===== src/dma_status_pkg.sv =====
package dma_status_pkg;

    // ------------------------------------------------------------
    // register indices (byte address is four times the index)
    // ------------------------------------------------------------
    localparam logic [17:0] STATUS_IDX   = 18'h04496;
    localparam logic [17:0] IRQ_FLAG_IDX = 18'h044a0;
    localparam logic [17:0] IRQ_MASK_IDX = 18'h044a1;

    // ------------------------------------------------------------
    // status word field positions
    // ------------------------------------------------------------
    localparam int RX_ACT_POS  = 0;
    localparam int TX_ACT_POS  = 2;
    localparam int OVR_POS     = 4;
    localparam int PAR_POS     = 6;
    localparam int FRM_POS     = 8;
    localparam int EVENT_POS   = 4;
    localparam int EVENT_W     = 6;
    localparam int STATUS_W    = 16;

    // ------------------------------------------------------------
    // reset values
    // ------------------------------------------------------------
    localparam logic [15:0]        STATUS_RST = 16'h0000;
    localparam logic [EVENT_W-1:0] EVENT_RST  = 6'h00;
    localparam logic [1:0]         PAIR_RST   = 2'h0;

    // ------------------------------------------------------------
    // carriers
    // ------------------------------------------------------------
    typedef struct packed {
        logic load_a;
        logic load_b;
        logic done_a;
        logic done_b;
        logic dma_reset;
    } buf_ctrl_type;

    typedef struct packed {
        logic valid;                    // byte accepted into a receive buffer
        logic buf_b;                    // 1: buffer b, 0: buffer a
        logic frame_err;
        logic parity_err;
    } rx_byte_type;

    typedef struct packed {
        logic full;
        logic empty;
    } rx_fifo_level_type;

endpackage : dma_status_pkg


===== src/buf_pair_track.sv =====
`timescale 1ns/1ps
module buf_pair_track (
    input  wire logic                        clk,     // system clock
    input  wire logic                        srst,    // sync reset, high
    input  wire dma_status_pkg::buf_ctrl_type ctrl,   // load, done, dma reset
    output logic [1:0]                       loaded,  // [1] b, [0] a
    output logic [1:0]                       active   // buffer in use
);

    typedef struct packed {
        logic [1:0] loaded;
        logic       first_b;                // b was loaded before a
        logic [1:0] active;
    } pair_state_type;

    pair_state_type s_q;
    pair_state_type s_d;

    // ------------------------------------------------------------
    // next state
    // ------------------------------------------------------------
    always_comb begin
        s_d = s_q;
        if (ctrl.done_a) begin
            s_d.loaded[0] = 1'b0;
        end
        if (ctrl.done_b) begin
            s_d.loaded[1] = 1'b0;
        end
        // a load of a buffer that is still busy is ignored
        if (ctrl.load_a && !s_q.loaded[0]) begin
            s_d.loaded[0] = 1'b1;
        end
        if (ctrl.load_b && !s_q.loaded[1]) begin
            s_d.loaded[1] = 1'b1;
        end
        if (ctrl.dma_reset) begin
            s_d.loaded = dma_status_pkg::PAIR_RST;
        end
        // with both loaded the earlier one stays in use, a if loaded together
        case (s_d.loaded)
            2'h1:    s_d.first_b = 1'b0;
            2'h2:    s_d.first_b = 1'b1;
            2'h3:    s_d.first_b = (s_q.loaded == 2'h2) || (s_q.loaded == 2'h3 && s_q.first_b);
            default: s_d.first_b = 1'b0;
        endcase
        case (s_d.loaded)
            2'h1:    s_d.active = 2'h1;
            2'h2:    s_d.active = 2'h2;
            2'h3:    s_d.active = s_d.first_b ? 2'h2 : 2'h1;
            default: s_d.active = dma_status_pkg::PAIR_RST;
        endcase
    end

    always_ff @(posedge clk) begin
        if (srst) begin
            s_q <= '0;
        end else begin
            s_q <= s_d;
        end
    end

    assign loaded = s_q.loaded;
    assign active = s_q.active;

endmodule : buf_pair_track


===== src/serial_dma_status.sv =====
// How it works
// - a byte with framing error sets its buffer's frame flag, bit 9 or 8
// - error flags clear on their own buffer's next load or receive DMA reset
// - overrun arises when no receive buffer is loaded and the FIFO fills
// - overrun goes to the next loaded buffer, flagged when it drains FIFO
// - overrun flag sets only on drain, clears like the other error flags
// - receive active flags bits 1 (b) and 0 (a) show buffer in use
//
// Decided for this implementation: register access over APB.
`timescale 1ns/1ps
module serial_dma_status #(
    parameter int ADDR_W = 20
) (
    input  wire logic                              clk,      // system clock
    input  wire logic                              srst,     // sync reset, high
    input  wire logic                              psel,     // apb select
    input  wire logic                              penable,  // apb access phase
    input  wire logic                              pwrite,   // apb write
    input  wire logic [ADDR_W-1:0]                 paddr,    // apb byte address
    input  wire logic [31:0]                       pwdata,   // apb write data
    output logic      [31:0]                       prdata,   // apb read data
    output logic                                   pready,   // apb ready
    output logic                                   pslverr,  // apb error
    input  wire dma_status_pkg::buf_ctrl_type      rx_ctrl,  // rx load/done/reset
    input  wire dma_status_pkg::buf_ctrl_type      tx_ctrl,  // tx load/done/reset
    input  wire dma_status_pkg::rx_byte_type       rx_byte,  // byte into buffer
    input  wire dma_status_pkg::rx_fifo_level_type rx_fifo,  // lower fifo level
    output logic                                   irq       // interrupt, level
);

    typedef struct packed {
        logic [1:0]                         frame_err;
        logic [1:0]                         parity_err;
        logic [1:0]                         overrun;
        logic                               ovr_pend;
        logic                               ovr_tgt_valid;
        logic                               ovr_tgt_b;
        logic [dma_status_pkg::EVENT_W-1:0] irq_flag;
        logic [dma_status_pkg::EVENT_W-1:0] irq_mask;
        logic [31:0]                        prdata;
        logic                               pready;
        logic                               pslverr;
        logic                               irq;
    } top_state_type;

    top_state_type s_q;
    top_state_type s_d;

    logic [1:0] rx_loaded;
    logic [1:0] rx_active;
    logic [1:0] tx_active;

    // ------------------------------------------------------------
    // buffer tracking
    // ------------------------------------------------------------
    buf_pair_track u_rx_pair (
        .clk    (clk),
        .srst   (srst),
        .ctrl   (rx_ctrl),
        .loaded (rx_loaded),
        .active (rx_active)
    );

    // transmit side only feeds the active flags
    buf_pair_track u_tx_pair (
        .clk    (clk),
        .srst   (srst),
        .ctrl   (tx_ctrl),
        .loaded (),
        .active (tx_active)
    );

    // ------------------------------------------------------------
    // helpers
    // ------------------------------------------------------------
    function automatic logic reg_hit(input logic [ADDR_W-1:0] addr, input logic [17:0] idx);
        logic [ADDR_W-1:0] byte_addr;
        byte_addr = ADDR_W'({idx, 2'b00});
        reg_hit   = (addr == byte_addr);
    endfunction : reg_hit

    function automatic logic [1:0] buf_sel(input logic hit, input logic to_b);
        buf_sel = hit ? (to_b ? 2'h2 : 2'h1) : 2'h0;
    endfunction : buf_sel

    // sticky per-buffer flag
    function automatic logic [1:0] sticky_next(input logic [1:0] cur,
                                               input logic [1:0] clr_b,
                                               input logic [1:0] set_b);
        sticky_next = (cur & ~clr_b) | set_b;
    endfunction : sticky_next

    // ------------------------------------------------------------
    // status word
    // ------------------------------------------------------------
    logic [15:0] status_word;

    always_comb begin
        status_word = dma_status_pkg::STATUS_RST;
        status_word[dma_status_pkg::RX_ACT_POS +: 2] = rx_active;
        status_word[dma_status_pkg::TX_ACT_POS +: 2] = tx_active;
        status_word[dma_status_pkg::OVR_POS +: 2]    = s_q.overrun;
        status_word[dma_status_pkg::PAR_POS +: 2]    = s_q.parity_err;
        status_word[dma_status_pkg::FRM_POS +: 2]    = s_q.frame_err;
    end

    // ------------------------------------------------------------
    // next state
    // ------------------------------------------------------------
    logic [1:0]                         clr;
    logic [1:0]                         set_frm;
    logic [1:0]                         set_par;
    logic [1:0]                         set_ovr;
    logic [dma_status_pkg::EVENT_W-1:0] events;
    logic [dma_status_pkg::EVENT_W-1:0] w1c;
    logic                               access;
    logic                               hit_stat;
    logic                               hit_flag;
    logic                               hit_mask;

    always_comb begin
        s_d      = s_q;
        access   = psel && penable;
        hit_stat = reg_hit(paddr, dma_status_pkg::STATUS_IDX);
        hit_flag = reg_hit(paddr, dma_status_pkg::IRQ_FLAG_IDX);
        hit_mask = reg_hit(paddr, dma_status_pkg::IRQ_MASK_IDX);
        w1c      = '0;

        // load event or receive dma reset clears the flags
        clr = {rx_ctrl.load_b, rx_ctrl.load_a};
        if (rx_ctrl.dma_reset) begin
            clr = 2'h3;
        end

        set_frm = buf_sel(rx_byte.valid && rx_byte.frame_err, rx_byte.buf_b);
        set_par = buf_sel(rx_byte.valid && rx_byte.parity_err, rx_byte.buf_b);

        // overrun: no buffer loaded and the fifo fills
        if (rx_fifo.full && rx_loaded == 2'h0) begin
            s_d.ovr_pend = 1'b1;
        end
        // first load after the fill takes the overrun, a if both
        if (s_q.ovr_pend && !s_q.ovr_tgt_valid && (rx_ctrl.load_a || rx_ctrl.load_b)) begin
            s_d.ovr_tgt_valid = 1'b1;
            s_d.ovr_tgt_b     = !rx_ctrl.load_a;
        end
        // drained: fifo empty while the target buffer is still loaded
        set_ovr = '0;
        if (s_q.ovr_tgt_valid && rx_fifo.empty
            && rx_loaded[s_q.ovr_tgt_b ? 1 : 0]) begin
            set_ovr           = buf_sel(1'b1, s_q.ovr_tgt_b);
            s_d.ovr_pend      = 1'b0;
            s_d.ovr_tgt_valid = 1'b0;
        end
        if (rx_ctrl.dma_reset) begin
            s_d.ovr_pend      = 1'b0;
            s_d.ovr_tgt_valid = 1'b0;
        end

        // a set in the same cycle as a clear wins
        s_d.frame_err  = sticky_next(s_q.frame_err, clr, set_frm);
        s_d.parity_err = sticky_next(s_q.parity_err, clr, set_par);
        s_d.overrun    = sticky_next(s_q.overrun, clr, set_ovr);

        events = {set_frm & ~s_q.frame_err, set_par & ~s_q.parity_err,
                  set_ovr & ~s_q.overrun};

        // apb: one wait state, write takes effect with pready high
        s_d.pready  = 1'b0;
        s_d.pslverr = 1'b0;
        if (access && !s_q.pready) begin
            s_d.pready  = 1'b1;
            s_d.pslverr = !(hit_stat || hit_flag || hit_mask);
            s_d.prdata  = '0;
            if (!pwrite) begin
                if (hit_stat) begin
                    s_d.prdata[dma_status_pkg::STATUS_W-1:0] = status_word;
                end
                if (hit_flag) begin
                    s_d.prdata[dma_status_pkg::EVENT_POS +: dma_status_pkg::EVENT_W] = s_q.irq_flag;
                end
                if (hit_mask) begin
                    s_d.prdata[dma_status_pkg::EVENT_POS +: dma_status_pkg::EVENT_W] = s_q.irq_mask;
                end
            end
        end
        if (access && s_q.pready && pwrite) begin
            if (hit_flag) begin
                w1c = pwdata[dma_status_pkg::EVENT_POS +: dma_status_pkg::EVENT_W];
            end
            if (hit_mask) begin
                s_d.irq_mask = pwdata[dma_status_pkg::EVENT_POS +: dma_status_pkg::EVENT_W];
            end
        end

        s_d.irq_flag = (s_q.irq_flag & ~w1c) | events;
        s_d.irq      = |(s_d.irq_flag & s_d.irq_mask);
    end

    // ------------------------------------------------------------
    // state register
    // ------------------------------------------------------------
    always_ff @(posedge clk) begin
        if (srst) begin
            s_q          <= '0;
            s_q.irq_flag <= dma_status_pkg::EVENT_RST;
            s_q.irq_mask <= dma_status_pkg::EVENT_RST;
        end else begin
            s_q <= s_d;
        end
    end

    // ------------------------------------------------------------
    // outputs
    // ------------------------------------------------------------
    assign prdata  = s_q.prdata;
    assign pready  = s_q.pready;
    assign pslverr = s_q.pslverr;
    assign irq     = s_q.irq;

endmodule : serial_dma_status


===== config.mk =====
export PLATFORM = sky130hd
export DESIGN_NAME = serial_dma_status
export DESIGN_NICKNAME = d
export VERILOG_FILES = /design/src/dma_status_pkg.sv /design/src/buf_pair_track.sv /design/src/serial_dma_status.sv
export SDC_FILE = /design/constraint.sdc
export NUM_CORES = 1
export LEC_CHECK = 0
export BUFFER_PORTS_ARGS = -buffer_cell sky130_fd_sc_hd__clkbuf_2
export CORE_ASPECT_RATIO = 1.25
export CORE_MARGIN = 4
export CORE_UTILIZATION = 50
export CTS_CLUSTER_SIZE = 30
export DETAILED_ROUTE_END_ITERATION = 10
export PLACE_DENSITY = 0.89
export SLEW_MARGIN = 20
export SYNTH_ARGS = -nofsm -noshare
export SYNTH_HDL_FRONTEND = slang
export SYNTH_HIERARCHICAL = 1
export SYNTH_SLANG_ARGS = --single-unit

===== constraint.sdc =====
create_clock -name clk -period 5.8 [get_ports clk]
set_clock_uncertainty 0.2 [all_clocks]
set_input_delay 0.87 -clock clk [delete_from_list [all_inputs] [get_ports clk]]
set_output_delay 0.87 -clock clk [all_outputs]
set_load 0.02 [all_outputs]

-- Word-level counts from Yosys, hierarchy flattened
Cells that the tools add are included.
- logic and storage cells: 119
- input bits: 73
- bits in registers: 44
- output and inout port bits: 35
- multiplexer cells: 35
- reductions and logical operators: 34
- bitwise operators: 18
- $lt $le $gt $ge: 1
- eq/ne operators: 13
- operator list (kind ; number):
    $eq 20x17->1 const B ; 3
    $mux 6 ; 6
    $mux 2 ; 11
    $mux 10 ; 2
    $logic_and 1x1->1 ; 17
    $eq 2x2->1 const B ; 8
    $and 2x2->2 ; 6
    $and 6x6->6 ; 2
    $mux 1 ; 12
    $pmux 2 s3 ; 2
    $logic_not 1->1 ; 8
    $not 2->2 ; 4
    $not 6->6 ; 1
    $or 2x2->2 ; 3
    $or 6x6->6 ; 1
    $reduce_or 6->1 ; 1
    $logic_or 1x1->1 ; 5
    $eq 2x1->1 const B ; 2
    $pmux 1 s2 ; 2
    $reduce_or 3->1 ; 1
    $logic_not 2->1 ; 1
    $lt 1x2->1 const B ; 1
    $reduce_or 2->1 ; 1
    $not 1->1 ; 1

-- Depth between registers and ports, before layout
Gate-level depths: netlist of the first run.
- depth in word-level cells: 10
- depth in mapped cells: 7
- depth with buffers taken out: 6

-- Modules after synthesis
Netlist of the first run, hierarchy kept.
- by module, submodules not included (module ; area each (um^2) ; cells each ; sequential area each (um^2) ; times used):
    serial_dma_status ; 1901.8 ; 220 ; 680.7 ; 1
    buf_pair_track ; 229.0 ; 22 ; 100.1 ; 2

-- Least setup slack after synthesis of the first run
OpenSTA, ideal clock, no wires.
- path type: input-to-reg
- from: input paddr[1]
- to: register s_q (netlist bit irq)
- setup slack: 3259 ps
- library setup time: 77 ps
- stages on the path: 7
- data arrival time: 2264 ps
- buffers on the path: 1
- required time: 5523 ps
- cell sequence: nor4_2 nand4_2 nand4bb_1 buf_6 mux2i_1 o22a_2 a41oi_2
- word-level cells in the longest chain between the ends: 8
- elaborated cells between the ends (all ways): 11
- classes of those cells: eq/ne: 2; mux: 4; bitwise: 4; reduce/logical: 1
- RTL lines (element ; line ; text):
    from (decl) ; serial_dma_status.sv:19 ; input wire logic [ADDR_W-1:0] paddr,
    $eq 20x17->1 ; serial_dma_status.sv:79 ; reg_hit = (addr == byte_addr);
    $mux 6 ; serial_dma_status.sv:188 ; if (hit_flag) begin
    $mux 6 ; serial_dma_status.sv:187 ; if (access && s_q.pready && pwrite) begin
    $not 6->6 ; serial_dma_status.sv:196 ; s_d.irq_flag = (s_q.irq_flag & ~w1c) | events;
    $and 6x6->6 ; serial_dma_status.sv:196 ;
    $or 6x6->6 ; serial_dma_status.sv:196 ;
    $and 6x6->6 (*) ; serial_dma_status.sv:197 ; s_d.irq = |(s_d.irq_flag & s_d.irq_mask);
    $reduce_or 6->1 (*) ; serial_dma_status.sv:197 ;
    to (decl) ; serial_dma_status.sv:46 ; top_state_type s_q;
Every way passes the cells marked *; elsewhere a longest branch is shown, timed or not.
A chain may end at the register's enable or synchronous reset.

-- Worst setup path after layout of the first run
Ends and elaborated chain as after synthesis.

==> impl_metrics.csv, run 1 <==
group,metric,value,unit
global_routing,globalRouteTotalUtil,0.1742,
route,first_iteration_detailed_routing_drc_count,140,
yosys,mappedNetlistArea,2345,sq um
floorplanning,initial_utilization,0.5258,
global_routing,number_of_global_route_vias_before_repair,1954,
critical_path,timing_worst_setup_path_type,"input pin to flip-flop",
floorplanning,core,4459,sq um
clocking,cts_tree,"yes",
final_layout,areaGrowthSynthToFinish,10.51,%
status,run_status,"finished clean",
route,wl_per_cell,13.91,microns
critical_path,cp_data_arrival_time,2910,ps
final_layout,area.sequential,880.8,sq um
final_layout,utilization_after_layout,0.5811,
clocking,cts-buffers-inserted,5,
final_layout,nets,378,
clocking,hold_buffers,0,
route,route.detailed.vias_per_inst,5.368,
critical_path,reg2reg_setup_slack,3580,ps
placement,place.detailed.instances,356,
route,drtAntennaViolNets,0,
route,drc_violations_left,0,
worst_hold_path,hp-class,"flip-flop to flip-flop",
route,detailroute.via_count,1954,
power,power-per-cell-area,241.9,nW/um^2
clocking,cts_num_sinks,44,
floorplanning,floorplan.io_pins,108,
critical_path,rr_endpoint,"irq$_SDFF_PP0_",
power,peakVddDrop,0.0001750,V
sta,finalWorstPathRequiredPeriod,2969,ps
sta,report.final.hold_viol_count,0,
critical_path,r2r-start,"pready$_SDFF_PP0_",
clocking,post_cts_setup_bufs,0,
floorplanning,die_h,84.57,microns
sta,max_slew.worst_pin.slew,879.1,ps
sta,min_period_over_period,0.5118,
yosys,yosysWarningCount,6,
yosys,synth_area_per_cell,8.949,sq um
final_layout,diodes,0,
critical_path,endpoint,"irq$_SDFF_PP0_",
clocking,cts.repair.resized,0,
placement,worst_setup_slack_after_placement,2481,ps
sta,maxSlewViolCount,0,
critical_path,worstPathRequired,5740,ps
placement,dp.final_hpwl,3.939,mm
critical_path,timing.critical_path.to_type,"flip-flop",
critical_path,critPathLaunch,"paddr[1]",
clocking,worst_skew_pair.late_latency,300,ps
yosys,syn_inst,262,
final_layout,final.fill_count,415,
sta,setup_viol_count_final,0,
global_routing,grt_remaining_overflow,0,
clocking,clock_tree.htree_level_count,2,
clocking,clk_pin_slew_worst_paths,90,ps
sta,fmax,0.3369,GHz
global_routing,grt_first_pass_wirelength,8.445,mm
global_routing,grt_max_degree,43,
critical_path,critical_path.startpoint_type,"input pin",
clocking,root_buffer,"sky130_fd_sc_hd__clkbuf_8",
final_layout,layout.cells.non_filler,364,
clocking,clock_tree.buffer_depth,2,
placement,port_buffers,59,
global_routing,number_of_antenna_violations_at_the_first_check_in_global_routing,0,
route,drt_pre_antenna_iters,4,
route,wirelength,5.063,mm
floorplanning,fp-row-count,27,
run,max_cap_violations,0,
placement,gp_routability_congestion,0.7956,
power,p_leak,0.001076,uW
sta,max_slew_margin,0.4139,
sta,fin_worst_hold_slack,260.2,ps
sta,setup_repair_after_global_routing_missed_its_margin,"no",
critical_path,crit_path_max_fanout,10,
sta,aggregate_negative_setup_slack,0,ps
critical_path,r2r_cells,5,
floorplanning,die_area,5856,sq um
final_layout,multiInputGateArea,1190,sq um
sta,setup_ws,2831,ps
floorplanning,die_w,69.25,microns
final_layout,share_of_post_route_cells_with_drive_strength_above_1,0.2647,
sequential cells by signal (all words and copies together) (netlist names):
| signal | count |
|---|---|
| u_rx_pair/loaded | 2 |
| prdata | 10 |
| u_rx_pair/active | 2 |
| pready | 1 |
| u_tx_pair/loaded | 2 |
| s_q | 21 |
| u_tx_pair/s_q | 1 |
| irq | 1 |
| pslverr | 1 |
| u_tx_pair/active | 2 |
| u_rx_pair/s_q | 1 |
layout by cell type (no fill, tap or decap), types with 2 or more instances in the layout:
master / count
sky130_fd_sc_hd__clkbuf_2: 59
sky130_fd_sc_hd__dfxtp_1: 44
sky130_fd_sc_hd__nor2_1: 27
sky130_fd_sc_hd__conb_1: 22
sky130_fd_sc_hd__nand2_1: 20
sky130_fd_sc_hd__a21oi_1: 18
sky130_fd_sc_hd__mux2i_1: 12
sky130_fd_sc_hd__inv_1: 10
sky130_fd_sc_hd__a22oi_1: 7
sky130_fd_sc_hd__nor3_1: 6
sky130_fd_sc_hd__o2bb2ai_1: 6
sky130_fd_sc_hd__nor4_1: 5
sky130_fd_sc_hd__nand3_1: 5
sky130_fd_sc_hd__clkbuf_8: 5
sky130_fd_sc_hd__o221ai_1: 4
sky130_fd_sc_hd__or2_2: 3
sky130_fd_sc_hd__nand4_1: 3
sky130_fd_sc_hd__nand2b_1: 3
sky130_fd_sc_hd__nor4b_2: 2
sky130_fd_sc_hd__nor2b_1: 2
sky130_fd_sc_hd__nand4b_1: 2
sky130_fd_sc_hd__nand4bb_1: 2
sky130_fd_sc_hd__a31oi_1: 2
sky130_fd_sc_hd__a2bb2oi_1: 2
sky130_fd_sc_hd__o21a_1: 2
sky130_fd_sc_hd__or2b_1: 2
sky130_fd_sc_hd__and2b_1: 2
sky130_fd_sc_hd__and2_1: 2
sky130_fd_sc_hd__or2_1: 2
sky130_fd_sc_hd__a2111oi_4: 2
sky130_fd_sc_hd__o32ai_1: 2
where the power goes:
group | switching, uW | internal, uW | leakage [uW]
Combinational | 46.2 | 26.6 | 0.000664
Clock | 111 | 130 | 0.0000548
Sequential | 4.40 | 309 | 0.000357
Total | 162 | 465 | 0.00108
worst max-delay path, cell delays in order:
cell and delay, ps:
sky130_fd_sc_hd__clkbuf_2 90, sky130_fd_sc_hd__nor4_2 320, sky130_fd_sc_hd__nand4_2 260, sky130_fd_sc_hd__nand4bb_1 670, sky130_fd_sc_hd__mux2i_1 400, sky130_fd_sc_hd__o22a_2 200, sky130_fd_sc_hd__a41oi_2 100
worst min-delay path by stage:
stage / startpoint / to / slack (ps) / cells past startpoint
global placement: prdata[3]$_SDFFE_PP0P_ / prdata[3]$_SDFFE_PP0P_ / 240 / 2
global route: u_rx_pair/active[0]$_SDFF_PP0_ / prdata[0]$_SDFFE_PP0P_ / 280 / 2
floorplan: prdata[0]$_SDFFE_PP0P_ / prdata[0]$_SDFFE_PP0P_ / 230 / 2
CTS: prdata[3]$_SDFFE_PP0P_ / prdata[3]$_SDFFE_PP0P_ / 260 / 2
detailed placement: prdata[3]$_SDFFE_PP0P_ / prdata[3]$_SDFFE_PP0P_ / 250 / 2
finish: u_rx_pair/active[0]$_SDFF_PP0_ / prdata[0]$_SDFFE_PP0P_ / 260 / 2
per-layer routing:
layer  GRT usage  share of wire
met1      0.1857           0.40
met4     0.08881          0.026
met3     0.05150          0.074
met2      0.3090           0.50
met5           0              0
per-stage QoR:
step	cell area [sq um]	total power, uW
2_1_floorplan	2424	376.2
3_3_place_gp	2476	390.1
3_5_place_dp	2476	392.4
4_1_cts	2591	631.1
5_1_grt	2591	651.4
6_report	2591	626.8
final cells by class:
type / count / area share
Sequential cell: 44 / 0.3399
Tap cell: 58 / 0.02801
Clock inverter: 3 / 0.01787
Inverter: 10 / 0.01449
Clock buffer: 5 / 0.02656
Timing Repair Buffer: 59 / 0.1140
Multi-Input combinational cell: 185 / 0.4592
No activity file was read; power rests on OpenSTA's default activity.
==> run 2, diff against run 1 <==
--- a/config.mk
+++ b/config.mk
@@ -8,10 +8,10 @@
 export BUFFER_PORTS_ARGS = -buffer_cell sky130_fd_sc_hd__clkbuf_2
 export CORE_ASPECT_RATIO = 1.25
 export CORE_MARGIN = 4
-export CORE_UTILIZATION = 50
+export CORE_UTILIZATION = 47
 export CTS_CLUSTER_SIZE = 30
 export DETAILED_ROUTE_END_ITERATION = 10
-export PLACE_DENSITY = 0.89
+export PLACE_DENSITY = 0.84
 export SLEW_MARGIN = 20
 export SYNTH_ARGS = -nofsm -noshare
 export SYNTH_HDL_FRONTEND = slang
==> constraint.sdc (replaced) <==
create_clock -name clk -period 3.05 [get_ports clk]
set_clock_uncertainty 0.2 [all_clocks]
set_input_delay 0.4575 -clock clk [delete_from_list [all_inputs] [get_ports clk]]
set_output_delay 0.4575 -clock clk [all_outputs]
set_load 0.02 [all_outputs]
==> impl_metrics.csv, run 2 (synthesis results as in run 1) <==
group,metric,value,unit
status,run_status,"finished clean",
critical_path,worstPathRequired,3000,ps
route,drc_violations_left,0,
critical_path,r2r_cells,6,
critical_path,reg2reg_setup_slack,1050,ps
placement,port_buffers,59,
clocking,cts-buffers-inserted,5,
final_layout,diodes,0,
floorplanning,die_area,6190,sq um
route,detailroute.via_count,1973,
critical_path,worst_path_max_delay_cell,"sky130_fd_sc_hd__nor4_2",
global_routing,grt_remaining_overflow,0,
floorplanning,floorplan.io_pins,108,
clocking,cts.repair.resized,0,
route,wirelength,5.092,mm
final_layout,regMostFlops,"s_q",
critical_path,path_delay_family,"simple AND/OR/NAND/NOR gates",
sta,max_slew.worst_pin.slew,914.8,ps
final_layout,mostFrequentLayoutCell,"sky130_fd_sc_hd__clkbuf_2",
floorplanning,die_h,86.97,microns
critical_path,r2r-start,"pready$_SDFF_PP0_",
final_layout,utilization_after_layout,0.5467,
global_routing,globalRouteTotalUtil,0.1665,
global_routing,grt_max_degree,43,
final_layout,nets,382,
clocking,root_buffer,"sky130_fd_sc_hd__clkbuf_8",
sta,maxSlewViolCount,0,
sta,min_period_over_period,0.7153,
power,totalPowerFinal,1191,uW
sta,finalWorstPathRequiredPeriod,2182,ps
clocking,cts_num_sinks,44,
clocking,clk_pin_slew_worst_paths,90,ps
critical_path,timing.critical_path.to_type,"flip-flop",
sta,aggregate_negative_setup_slack,0,ps
worst_hold_path,hold_path_startpoint,"rx_fifo[1]",
final_layout,areaGrowthSynthToFinish,11.90,%
worst_hold_path,whs_endpoint,"s_q[49]$_SDFFE_PP0P_",
critical_path,timing_worst_setup_path_type,"input pin to flip-flop",
placement,dp.final_hpwl,3.896,mm
clocking,hold_buffers,0,
clocking,cts_tree,"yes",
route,route.detailed.vias_per_inst,5.332,
floorplanning,core,4800,sq um
critical_path,cp_num_buf_inv,2,
sta,fmax,0.4584,GHz
final_layout,share_of_post_route_cells_with_drive_strength_above_1,0.2742,
global_routing,number_of_antenna_violations_at_the_first_check_in_global_routing,0,
critical_path,cp_data_arrival_time,2130,ps
global_routing,number_of_global_route_vias_before_repair,1829,
route,first_iteration_detailed_routing_drc_count,142,
global_routing,grtUsageMet2,0.3043,
sta,setup_viol_count_final,0,
power,power-per-cell-area,453.8,nW/um^2
power,peakVddDrop,0.0002778,V
sta,report.final.hold_viol_count,0,
floorplanning,die_w,71.18,microns
worst_hold_path,number_of_stages_on_the_worst_hold_path,3,
clocking,clock_tree.htree_level_count,2,
clocking,clock_tree.buffer_depth,2,
run,max_cap_violations,0,
power,p_leak,0.001097,uW
sta,setup_repair_after_global_routing_missed_its_margin,"no",
critical_path,crit_chain,"clkbuf_2 > nor4_2 > nand4_2 > nand4bb_1 > buf_4 > mux2i_1 > o22a_2 > a41oi_2",
placement,gp_routability_congestion,0.7842,
critical_path,crit_path_max_fanout,10,
floorplanning,initial_utilization,0.4885,
worst_hold_path,hp-class,"input pin to flip-flop",
critical_path,rr_endpoint,"irq$_SDFF_PP0_",
global_routing,grt-busiest-layer,"met2",
critical_path,cp_slowest_stage_delay,300,ps
critical_path,critical_path.startpoint_type,"input pin",
clocking,worst_skew_pair.late_latency,300,ps
global_routing,use_met1,0.1878,
final_layout,mostFrequentLayoutCells,"59 x sky130_fd_sc_hd__clkbuf_2, 44 x sky130_fd_sc_hd__dfxtp_1, 27 x sky130_fd_sc_hd__nor2_1",
final_layout,largest_register_ff_count,21,
clocking,post_cts_setup_bufs,0,
global_routing,grt_first_pass_wirelength,8.307,mm
route,wl_per_cell,13.76,microns
route,drtAntennaViolNets,0,
floorplanning,fp-row-count,28,
sta,max_slew_margin,0.3901,
route,drt_pre_antenna_iters,4,
global_routing,global_route.usage.met3,0.03695,
run 2: per-layer routing:
layer	routed length [microns]	up-vias
met1	1983	916
met2	2644	76
met5	0	-
li1	-	974
met4	85	0
met3	378	7
run 2: area by class of cell:
| cell class | count | area (sq um) |
|---|---|---|
| Fill cell | 430 | 2176 |
| Multi-Input combinational cell | 185 | 1190 |
| Sequential cell | 44 | 880.8 |
| Timing Repair Buffer | 63 | 325.3 |
| Tap cell | 60 | 75.07 |
| Clock buffer | 5 | 68.82 |
| Clock inverter | 3 | 46.29 |
| Inverter | 10 | 37.54 |
run 2: metrics by stage:
stage               hold WS [ps]  instances  worst slack (ps)  cell area (sq um)
floorplan                  232.3        283             921.8               2424
global placement           238.4        362             631.3               2509
detailed placement         242.6        362             570.7               2509
CTS                        184.2        370             873.2               2624
global route               198.1        370             705.4               2624
finish                     195.2        370             868.4               2624
run 2: report_power, final:
group / switching (uW) / leakage, uW / internal (uW)
logic: 89.7 / 0.000685 / 50.7
clock network: 208 / 0.0000548 / 247
registers: 8.25 / 0.000357 / 587
run 2: how the worst max path moves through the flow:
stage	startpoint	end	slack, ps	depth (start not counted)
floorplan	paddr[1]	irq$_SDFF_PP0_	920	7
global placement	paddr[14]	irq$_SDFF_PP0_	630	8
detailed placement	paddr[11]	irq$_SDFF_PP0_	570	8
CTS	paddr[11]	irq$_SDFF_PP0_	870	8
global route	paddr[11]	irq$_SDFF_PP0_	710	8
finish	paddr[1]	irq$_SDFF_PP0_	870	8
run 2: worst min-delay path: stages:
cell and delay [ps]:
sky130_fd_sc_hd__clkbuf_2 80, sky130_fd_sc_hd__a21oi_1 50, sky130_fd_sc_hd__nor2_1 80
